**config.mk**
```make
export PLATFORM = sky130hd
export DESIGN_NAME = rivp_vector_place
export DESIGN_NICKNAME = d
export VERILOG_FILES = /design/src/rtl/rivp_vector_place.v
export VERILOG_INCLUDE_DIRS = /design/src /design/src/rtl
export SDC_FILE = /design/constraint.sdc
export NUM_CORES = 1
export LEC_CHECK = 0
export BUFFER_PORTS_ARGS = -buffer_cell sky130_fd_sc_hd__buf_2
export CORE_AREA = 3 3 64 66
export DETAILED_ROUTE_END_ITERATION = 8
export DIE_AREA = 0 0 67 69
export GPL_TIMING_DRIVEN = 0
export PLACE_DENSITY = 0.8
export RECOVER_POWER = 100
export SYNTH_ARGS = -nofsm -noshare
export SYNTH_HDL_FRONTEND = slang
export SYNTH_SLANG_ARGS = --single-unit
```
**constraint.sdc**
```tcl
create_clock -name clock_i -period 2.4 [get_ports clock_i]
set_input_delay 0.24 -clock clock_i [delete_from_list [all_inputs] [get_ports clock_i]]
set_output_delay 0.24 -clock clock_i [all_outputs]
set_load 0.02 [all_outputs]
```
**src/rtl/rivp_consts.vh**
```
// Constants for the reset and interrupt vector placement block.
// Assumes a 20 MHz system clock and word-addressed program memory.
// What this block does
// - Any reset starts at address zero normally
// - External requests 0,1,2 map to 002,004,024
// - Timer sources map to their fixed slots
// - Serial and USART sources map 014..01A
// - Converter, data memory, comparator, two-wire 01C..022
// - Program store ready maps to 028, last
// - Programmed boot fuse starts at boot address
// - Vector select adds boot section start address
// - Fuse and select pick reset and vector base
// - Change enable, then select write within four
// - Block interrupts during change, flag untouched
`ifndef RIVP_CONSTS_VH
`define RIVP_CONSTS_VH
`define RIVP_AW          14
`define RIVP_NSRC        20
`define RIVP_SRCW        5
`define RIVP_RESET_ADDR  14'h0000
`define RIVP_VEC_START   14'h0002
`define RIVP_SLOT_WORDS  14'h0002
`define RIVP_CHG_CYCLES  3'h4
`define RIVP_CNTW        3
`define RIVP_CNT_ZERO    3'h0
`define RIVP_CNT_LAST    3'h1
`define RIVP_CNT_STEP    3'h1
`define RIVP_SRC_IDLE    5'h00
// Source indices, priority order (lowest index wins)
`define RIVP_S_EXT0      5'h00
`define RIVP_S_EXT1      5'h01
`define RIVP_S_T2CMP     5'h02
`define RIVP_S_T2OVF     5'h03
`define RIVP_S_T1CAP     5'h04
`define RIVP_S_T1CMPA    5'h05
`define RIVP_S_T1CMPB    5'h06
`define RIVP_S_T1OVF     5'h07
`define RIVP_S_T0OVF     5'h08
`define RIVP_S_SER_DONE  5'h09
`define RIVP_S_RX_DONE   5'h0A
`define RIVP_S_TX_EMPTY  5'h0B
`define RIVP_S_TX_DONE   5'h0C
`define RIVP_S_ADC       5'h0D
`define RIVP_S_NVM       5'h0E
`define RIVP_S_ACMP      5'h0F
`define RIVP_S_TWO_WIRE  5'h10
`define RIVP_S_EXT2      5'h11
`define RIVP_S_T0CMP     5'h12
`define RIVP_S_PSTORE    5'h13
// Slot per source; reset owns slot zero
`define RIVP_SLOT_EXT0      14'h0001
`define RIVP_SLOT_EXT1      14'h0002
`define RIVP_SLOT_T2CMP     14'h0003
`define RIVP_SLOT_T2OVF     14'h0004
`define RIVP_SLOT_T1CAP     14'h0005
`define RIVP_SLOT_T1CMPA    14'h0006
`define RIVP_SLOT_T1CMPB    14'h0007
`define RIVP_SLOT_T1OVF     14'h0008
`define RIVP_SLOT_T0OVF     14'h0009
`define RIVP_SLOT_SER_DONE  14'h000A
`define RIVP_SLOT_RX_DONE   14'h000B
`define RIVP_SLOT_TX_EMPTY  14'h000C
`define RIVP_SLOT_TX_DONE   14'h000D
`define RIVP_SLOT_ADC       14'h000E
`define RIVP_SLOT_NVM       14'h000F
`define RIVP_SLOT_ACMP      14'h0010
`define RIVP_SLOT_TWO_WIRE  14'h0011
`define RIVP_SLOT_EXT2      14'h0012
`define RIVP_SLOT_T0CMP     14'h0013
`define RIVP_SLOT_PSTORE    14'h0014
`endif

```
**src/rtl/rivp_vector_place.v**
```verilog
// Reset address and interrupt vector address generator with guarded table move.
// Assumes request levels from on-chip logic on clock_i and a fuse/boot address
// that are static after reset.
// Fuse and boot address pass no synchroniser: a change while running
// gives a valid address only from the next fetch on.
// Vector address lags the request levels by one clock.
`timescale 1ns/10ps
`default_nettype none
`include "rivp_consts.vh"
module rivp_vector_place (
   input  wire                        clock_i,
   input  wire                        rstn_i,
   input  wire                        boot_reset_select_fuse_i,
   input  wire [`RIVP_AW-1:0]         boot_reset_addr_i,
   input  wire [`RIVP_NSRC-1:0]       irq_req_i,
   input  wire                        global_irq_enable_i,
   input  wire                        ctrl_wr_i,
   input  wire                        wr_vector_table_select_i,
   input  wire                        wr_vector_change_enable_i,
   input  wire                        instr_done_i,
   output wire [`RIVP_AW-1:0]         reset_addr_o,
   output reg  [`RIVP_AW-1:0]         vector_addr_o,
   output reg  [`RIVP_SRCW-1:0]       vector_src_o,
   output wire                        irq_take_o,
   output wire                        irq_blocked_o,
   output wire                        vector_table_select_o,
   output wire                        vector_change_enable_o
);

////////////////////////////////////////////////////////////////////////////////
// Slot number per source; reset occupies slot 0
function [`RIVP_AW-1:0] rivp_slot;
   input [`RIVP_SRCW-1:0] src;
   begin
      case (src)
         // External requests
         `RIVP_S_EXT0:     rivp_slot = `RIVP_SLOT_EXT0;
         `RIVP_S_EXT1:     rivp_slot = `RIVP_SLOT_EXT1;
         `RIVP_S_EXT2:     rivp_slot = `RIVP_SLOT_EXT2;
         // Timers
         `RIVP_S_T2CMP:    rivp_slot = `RIVP_SLOT_T2CMP;
         `RIVP_S_T2OVF:    rivp_slot = `RIVP_SLOT_T2OVF;
         `RIVP_S_T1CAP:    rivp_slot = `RIVP_SLOT_T1CAP;
         `RIVP_S_T1CMPA:   rivp_slot = `RIVP_SLOT_T1CMPA;
         `RIVP_S_T1CMPB:   rivp_slot = `RIVP_SLOT_T1CMPB;
         `RIVP_S_T1OVF:    rivp_slot = `RIVP_SLOT_T1OVF;
         `RIVP_S_T0OVF:    rivp_slot = `RIVP_SLOT_T0OVF;
         `RIVP_S_T0CMP:    rivp_slot = `RIVP_SLOT_T0CMP;
         // Serial sources
         `RIVP_S_SER_DONE: rivp_slot = `RIVP_SLOT_SER_DONE;
         `RIVP_S_RX_DONE:  rivp_slot = `RIVP_SLOT_RX_DONE;
         `RIVP_S_TX_EMPTY: rivp_slot = `RIVP_SLOT_TX_EMPTY;
         `RIVP_S_TX_DONE:  rivp_slot = `RIVP_SLOT_TX_DONE;
         // Converter, data memory, comparator, two-wire
         `RIVP_S_ADC:      rivp_slot = `RIVP_SLOT_ADC;
         `RIVP_S_NVM:      rivp_slot = `RIVP_SLOT_NVM;
         `RIVP_S_ACMP:     rivp_slot = `RIVP_SLOT_ACMP;
         `RIVP_S_TWO_WIRE: rivp_slot = `RIVP_SLOT_TWO_WIRE;
         // Program store, last slot
         `RIVP_S_PSTORE:   rivp_slot = `RIVP_SLOT_PSTORE;
         default:          rivp_slot = `RIVP_SLOT_PSTORE;
      endcase
   end
endfunction

////////////////////////////////////////////////////////////////////////////////
// Fixed priority: lowest index wins, as in the table order.
// With no request the last source is picked; nobody fetches it then.
function [`RIVP_SRCW-1:0] rivp_pick;
   input [`RIVP_NSRC-1:0] req;
   integer                k;
   begin
      rivp_pick = `RIVP_S_PSTORE;
      for (k = `RIVP_NSRC-1; k >= 0; k = k - 1) begin
         if (req[k]) begin
            rivp_pick = k[`RIVP_SRCW-1:0];
         end
      end
   end
endfunction

////////////////////////////////////////////////////////////////////////////////
// Boot section start or address zero; shared by reset and vector table
function [`RIVP_AW-1:0] rivp_base;
   input                  use_boot;
   input [`RIVP_AW-1:0]   boot;
   begin
      if (use_boot) begin
         rivp_base = boot;
      end else begin
         rivp_base = `RIVP_RESET_ADDR;
      end
   end
endfunction

////////////////////////////////////////////////////////////////////////////////
reg                    sel_reg;
reg                    sel_next;
reg                    chg_reg;
reg                    chg_next;
reg [`RIVP_CNTW-1:0]   cnt_reg;
reg [`RIVP_CNTW-1:0]   cnt_next;
reg                    hold_reg;
reg                    hold_next;
wire                   sel_write;
wire [`RIVP_AW-1:0]    base;
wire                   arm_write;
wire                   cnt_expire;
wire                   any_req;
wire [`RIVP_SRCW-1:0]  win;
reg  [`RIVP_AW-1:0]    vec_next;
reg  [`RIVP_SRCW-1:0]  src_next;

// Select may change only while enable is open and enable is written zero
assign sel_write = ctrl_wr_i && chg_reg && !wr_vector_change_enable_i;

assign arm_write  = ctrl_wr_i && wr_vector_change_enable_i;
assign cnt_expire = chg_reg && (cnt_reg == `RIVP_CNT_LAST);

////////////////////////////////////////////////////////////////////////////////
always @* begin
   sel_next = sel_reg;
   if (sel_write) begin
      sel_next = wr_vector_table_select_i;
   end
end

////////////////////////////////////////////////////////////////////////////////
// Re-arming restarts the window; a select write closes it at once
always @* begin
   chg_next = chg_reg;
   cnt_next = cnt_reg;
   if (sel_write) begin
      chg_next = 1'b0;
      cnt_next = `RIVP_CNT_ZERO;
   end else if (arm_write) begin
      chg_next = 1'b1;
      cnt_next = `RIVP_CHG_CYCLES;
   end else if (chg_reg) begin
      cnt_next = cnt_reg - `RIVP_CNT_STEP;
      if (cnt_expire) begin
         chg_next = 1'b0;
      end
   end
end

////////////////////////////////////////////////////////////////////////////////
// Set wins when the select write and a retiring instruction coincide
always @* begin
   hold_next = hold_reg;
   if (sel_write) begin
      hold_next = 1'b1;
   end else if (hold_reg && instr_done_i) begin
      hold_next = 1'b0;
   end
end

always @(posedge clock_i or negedge rstn_i) begin
   if (!rstn_i) begin
      sel_reg  <= 1'b0;
      hold_reg <= 1'b0;
   end else begin
      sel_reg  <= sel_next;
      hold_reg <= hold_next;
   end
end

always @(posedge clock_i or negedge rstn_i) begin
   if (!rstn_i) begin
      chg_reg <= 1'b0;
      cnt_reg <= `RIVP_CNT_ZERO;
   end else begin
      chg_reg <= chg_next;
      cnt_reg <= cnt_next;
   end
end

assign vector_table_select_o  = sel_reg;
assign vector_change_enable_o = chg_reg;

// Blocking leaves the global enable itself untouched
assign irq_blocked_o = chg_reg || hold_reg;

////////////////////////////////////////////////////////////////////////////////
// Fuse low means programmed: start in the boot section
assign reset_addr_o = rivp_base(!boot_reset_select_fuse_i, boot_reset_addr_i);

assign base = rivp_base(sel_reg, boot_reset_addr_i);

assign any_req = |irq_req_i;

// Global enable is only read here, never written back
assign irq_take_o = global_irq_enable_i && !irq_blocked_o && any_req;

////////////////////////////////////////////////////////////////////////////////
// Winning request and its address in the active table
assign win = rivp_pick(irq_req_i);

always @* begin
   src_next = win;
   vec_next = base + rivp_slot(win) * `RIVP_SLOT_WORDS;
end

// Registered so the vector address is stable for the fetch stage
always @(posedge clock_i or negedge rstn_i) begin
   if (!rstn_i) begin
      vector_addr_o <= `RIVP_VEC_START;
   end else begin
      vector_addr_o <= vec_next;
   end
end

// Source index kept in step with the address
always @(posedge clock_i or negedge rstn_i) begin
   if (!rstn_i) begin
      vector_src_o <= `RIVP_SRC_IDLE;
   end else begin
      vector_src_o <= src_next;
   end
end

endmodule
`default_nettype wire

```
==> flow_metrics.tcl, run 1 <==
set metrics [dict create \
    worstMarginPinSlew_ns 1.27 \
    max_freq_ghz 0.364 \
    yosysTopAreaCell "dfrtp_1" \
    ios 79 \
    status "finished, violations left" \
    clock_path_buffers 2 \
    synth_nets 222 \
    clock-sinks 25 \
    grtUsageTotal_pct 17.5 \
    ant_nets 0 \
    synth_top_area_share_pct 38.2 \
    via_count 1519 \
    grt_pass1_wl_um 6420 \
    dp_hpwl_um 3020 \
    fin_ws_ns -0.349 \
    yosys_register_bits 25 \
    cts_tree "done" \
    grt_pass1_vias 1462 \
    drive_above_1_share_pct 35.4 \
    wl_per_cell_um 13.1 \
    synth_common_cells "dfrtp_1, nor2b_1, nand2_1" \
    synth_area_leaders "dfrtp_1, ha_1, nor2b_1, xnor2_1, and2_1" \
    fp.dieW_um 67 \
    synthCells 171 \
    violations "setup timing" \
    die_area_um2 4620 \
    synthesis.area_um2 1570 \
    cp-start-kind "input port" \
    clock_latency_ns 0.26 \
    p_per_area_nw_per_um2 556 \
    synth-async-reset-ratio_pct 100 \
    drt-pass1-iter-count 4 \
    grt_max_degree 26 \
    area_delta_synth_final_pct 42.4 \
    yosys_warnings 0 \
    rsz0062_at_grt "yes" \
    finalMaxSlewViolations 0 \
    slew_headroom_pct 15.3 \
    crit_required_ns 2.55 \
    irDropWorstVdd_mv 0.223 \
    cts.htree.levels 1 \
    drc 0 \
    fillers 328 \
    hp-class "input port to flop" \
    largest_reg_flops 14 \
    period_needed_ns 2.75 \
    synth.distinct_cells 37 \
    total_power_mw 1.25 \
    place_inst 297 \
    antenna_found_initial 0 \
    avgSynthCellArea_um2 9.20 \
    die_h_um 69 \
    p_leak_nw 1.02 \
    synth_seq_area_share_pct 39.8 \
    cts_root_buf "clkbuf_8" \
    synthFlopType "dfrtp_1" \
    nets 312 \
    cp_max_fo 4 \
    overflow 0 \
    routed_via_density 4.93 \
    drt-initial-drc-count 85 \
    synth.most_common_cell "dfrtp_1" \
    finalSetupViolations 9 \
    cts_made_buffers 3 \
    portBuffers 78 \
    gp_congestion 0.820 \
    num_antenna_cells 0 \
    path_class "input port to flop" \
    dp_slack_ns -0.765 \
    rows 22 \
    instances_no_fill 308 \
    initial_core_util_pct 43.3 \
    end_kind "flop" \
    clkTransAtPathRegs_ns 0.08 \
    synth_edf_count 0 \
    wirelength_um 4040 \
    max-cap-violations 0 \
    crit_arrival_ns 2.90 \
    finClkSkew_ns 0.000476 \
    period_share_pct 115 \
    hold_viol 0 \
    core-area_um2 3630 \
]
-- worst max-delay path, cell delays in order --
cell and delay [ns]:
buf_6 0.09, or4_4 0.55, a2111oi_4 0.22, nor3_2 0.10, nor3_2 0.17, ha_2 0.23, o21ai_2 0.06, nand2_1 0.10
a21oi_2 0.06, ha_1 0.33, o21ai_2 0.08, o21bai_2 0.24, nand3_1 0.13, xnor2_1 0.15, and2_1 0.15
-- power breakdown --
group          switching [mW]  total [mW]  internal (mW)  leakage [nW]
sequential             0.0321       0.524          0.492         0.319
clock                   0.118       0.236          0.118        0.0228
combinational           0.291       0.487          0.196         0.674
total                   0.441        1.25          0.806          1.02
-- per-stage QoR --
stage / hold slack [ns] / cell area [um2] / TNS [ns] / utilization (%)
floorplan: -0.0556 / 1600 / -2.60 / -
global placement: 0.252 / 2050 / -6.15 / 56.4
detailed placement: 0.249 / 2050 / -6.41 / 56.4
CTS: 0.149 / 2220 / -1.64 / 61.1
global route: 0.165 / 2240 / -3.52 / 61.7
finish: 0.156 / 2240 / -2.62 / 61.7
-- logic make-up after synthesis --
| logic type | count (synthesis) | synth area share [%] |
|---|---|---|
| adder cells (fa/ha/maj) | 9 | 7.63 |
| AO/OA/AOI/OAI | 37 | 15.9 |
| flip-flops | 25 | 39.8 |
| XOR/XNOR | 11 | 6.12 |
| buffers and inverters | 12 | 2.86 |
| AND/OR/NAND/NOR | 75 | 26.2 |
| multiplexers | 2 | 1.43 |
-- path summary, 6_finish.rpt --
check,from,endpoint,slack [ns],cells after the start
setup / recovery,irq_req_i[4],vector_addr_o[13],-0.35,15
hold / removal,instr_done_i,hold_reg,0.16,2
setup reg to reg,vector_table_select_o,vector_addr_o[13],0.09,9
hold reg to reg,cnt_reg[1],cnt_reg[1],0.49,2
max in group asynchronous,rstn_i,vector_addr_o[0],0.87,2
min in group asynchronous,rstn_i,vector_addr_o[11],0.78,2
-- layer usage --
| metal | vias to the layer above | share of wire (%) | GRT usage, % |
|---|---|---|---|
| li1 | 770 | - | - |
| met1 | 706 | 40 | 20.9 |
| met2 | 37 | 55 | 31.3 |
| met3 | 6 | 3.9 | 1.79 |
| met4 | 0 | 1.4 | 6.31 |
| met5 | - | 0 | 0 |
-- cell usage in the layout (no fill, tap or decap), types with 2 or more instances in the layout --
master / count
dfrtp_1: 24
nor2_1: 9
a21o_1: 3
inv_1: 9
nor2b_1: 16
and2_1: 10
o21ai_0: 5
a211oi_2: 2
nand2_1: 13
o21bai_1: 2
buf_6: 4
mux2_2: 2
buf_4: 5
a21oi_1: 6
nor3_2: 2
buf_2: 51
a21oi_2: 4
nor3_1: 3
nand3_1: 3
o21ai_1: 2
nand2b_1: 3
xor2_1: 3
nor4_1: 2
xnor2_1: 8
o21bai_2: 2
ha_4: 2
or2_2: 2
clkbuf_1: 28
o21ai_2: 3
clkbuf_8: 3
ha_1: 5
and3_1: 2
-- area by class of cell --
cell class,count,area (um2),share of cell area [%]
inverter,9,33.8,1.51
tap,48,60.1,2.68
multi-input combinational,134,1030,45.8
timing repair buffer,86,442,19.7
clock buffer,4,45.0,2.01
buffer,2,7.51,0.335
sequential,25,627,28.0
-- repair_timing --
item,CTS,global route
hold buffers,1,0
setup buffers,4,3
pin swaps,10,3
resized for setup,15,6
endpoints found under the setup margin,10,9
endpoints found under the hold margin,24,0
Power figures use the tool's default switching activity.
==> run 2: changes to the inputs <==
==> constraint.sdc (replaced) <==
create_clock -name clock_i -period 2.6 [get_ports clock_i]
set_input_delay 0.26 -clock clock_i [delete_from_list [all_inputs] [get_ports clock_i]]
set_output_delay 0.26 -clock clock_i [all_outputs]
set_load 0.02 [all_outputs]
==> run 2 against run 1 <==
Compared with the run above:
- the run still ends with setup timing left
- non-clock buffer count grew 11
- first-iteration DRC count shrank 27%
- setup slack gained 0.26 ns
- utilization grew 1.9 points
- combinational power shrank 2%
- via count grew 3.9%
- global-route usage grew 1.1 points
- register-to-register slack gained 0.15 ns
- sequential power shrank 7.6%
- clock power shrank 8.5%
- largest cell class unchanged
==> flow_metrics.tcl, run 2 (synthesized netlist as in run 1, its figures left out) <==
set metrics [dict create \
    reg2reg_slack_ns 0.24 \
    worst_path_max_delay_cell "or4_4" \
    clkTransAtPathRegs_ns 0.08 \
    num_antenna_cells 0 \
    fp.dieW_um 67 \
    grt_pass1_wl_um 6840 \
    clock_path_buffers 2 \
    drive_above_1_share_pct 36.5 \
    finalMaxSlewViolations 0 \
    hold_viol 0 \
    overflow 0 \
    period_needed_ns 2.69 \
    rsz0062_at_grt "yes" \
    ant_nets 0 \
    routed_via_density 4.95 \
    p_leak_nw 1.07 \
    cts_root_buf "clkbuf_8" \
    rr_endpoint "vector_addr_o[7]" \
    violations "setup timing" \
    instances_no_fill 319 \
    cts.htree.levels 1 \
    final_common_cell "buf_2" \
    drt-initial-drc-count 62 \
    core-area_um2 3630 \
    grt_pass1_vias 1512 \
    wirelength_um 4370 \
    grtUsageTotal_pct 18.6 \
    p_per_area_nw_per_um2 510 \
    path_cells "buf_8, or4_4, a2111oi_4, nor3_2, nor3_2, ha_2, ha_4, a211oi_4, o21bai_1, a21oi_2, nor2b_1, xnor2_1" \
    internal-power_mw 0.761 \
    hold_path.startpoint "instr_done_i" \
    slew_headroom_pct 12.0 \
    initial_core_util_pct 43.3 \
    place_inst 297 \
    max-cap-violations 0 \
    layout_common_cells "buf_2, clkbuf_1, dfrtp_1" \
    portBuffers 78 \
    drc 0 \
    fin_ws_ns -0.0922 \
    path_class "input port to flop" \
    net-switching-power_mw 0.419 \
    crit_top_cell "nor3_2" \
    area_delta_synth_final_pct 46.8 \
    rows 22 \
    wl_per_cell_um 13.7 \
    clock_latency_ns 0.26 \
    sequentialPowerShare_pct 41.0 \
    cts_made_buffers 3 \
    cp_slowest_stage_delay_ns 0.54 \
    antenna_found_initial 0 \
    clockPowerShare_pct 18.4 \
    largest_reg_flops 14 \
    post_dp_cell_area_um2 2050 \
    hp-class "input port to flop" \
    hold_depth 2 \
    clock-sinks 25 \
    finClkSkew_ns 0.00111 \
    cts_tree "done" \
    swShare_pct 35.5 \
    whs_endpoint "hold_reg" \
    r2r_start "vector_table_select_o" \
    nets 323 \
    cp_max_fo 4 \
    worstMarginPinSlew_ns 1.32 \
    status "finished, violations left" \
    p_comb_share_pct 40.6 \
    via_count 1579 \
    dp_hpwl_um 3090 \
    fin_setup_tns_ns -0.390 \
    grt_max_degree 26 \
    crit_required_ns 2.75 \
    die_area_um2 4620 \
    ios 79 \
    die_h_um 69 \
    irDropWorstVdd_mv 0.211 \
    end_kind "flop" \
    r2r.worst_path.cells 9 \
    drt-pass1-iter-count 4 \
    crit_arrival_ns 2.84 \
    max_freq_ghz 0.371 \
    finalSetupViolations 7 \
    period_share_pct 104 \
    dp_slack_ns -0.583 \
    design_area_um2 2310 \
    gp_congestion 0.851 \
    cp-start-kind "input port" \
]
-- run 2: area by class of cell --
type / instances / area (um2)
Fill cell: 334 / 1320
Multi-Input combinational cell: 134 / 1020
Sequential cell: 25 / 627
Timing Repair Buffer: 97 / 518
Tap cell: 48 / 60.1
Clock buffer: 4 / 45.0
Inverter: 9 / 33.8
Buffer: 2 / 7.51
-- run 2: timing repair --
action | CTS | global route
hold buffers | 1 | 0
endpoints found under the setup margin | 8 | 10
resized for setup | 9 | 9
pin swaps | 14 | 7
hold endpoints to repair | 24 | 0
setup buffers | 16 | 2
-- run 2: through the flow --
step,hold WS [ns],power (mW),utilization [%]
6_report,0.170,1.18,63.6
5_1_grt,0.168,1.26,63.6
4_1_cts,0.167,1.16,62.4
3_5_place_dp,0.269,0.906,56.4
3_3_place_gp,0.271,0.894,56.4
2_1_floorplan,-0.0356,0.747,-
-- run 2: power by group through the flow --
stage	sequential (mW)	combinational, mW	clock [mW]
floorplan	0.558	0.189	0
global placement	0.488	0.406	0
detailed placement	0.490	0.416	0
CTS	0.482	0.457	0.222
global route	0.492	0.523	0.244
finish	0.484	0.479	0.216
-- run 2: routing by layer --
layer / share of wire, % / track usage (%) / wire (um) / vias to the layer above
li1: - / - / - / 790
met4: 0.64 / 5.18 / 28 / 0
met2: 54 / 32.4 / 2370 / 36
met5: 0 / 0 / 0 / -
met3: 3.7 / 1.14 / 163 / 4
met1: 41 / 24.1 / 1800 / 749
-- run 2: worst max-delay path by stage --
stage / startpoint / to / slack, ns / cells past startpoint
2_1_floorplan: irq_req_i[4] / vector_addr_o[10] / -0.17 / 12
3_3_place_gp: irq_req_i[4] / vector_addr_o[13] / -0.55 / 15
3_5_place_dp: irq_req_i[4] / vector_addr_o[10] / -0.58 / 13
4_1_cts: irq_req_i[4] / vector_addr_o[13] / -0.11 / 15
5_1_grt: irq_req_i[4] / vector_addr_o[13] / -0.23 / 15
6_report: irq_req_i[4] / vector_addr_o[10] / -0.09 / 12
-- run 2: critical path: cells and delay by family --
kind,cells,cell delay [ns]
and+or+nand+nor,4,0.90
xor gates and xnor gates,1,0.12
adders and majority gates,2,0.62
buffers and inverters,1,0.09
AOI/OAI and AO/OA,4,0.85
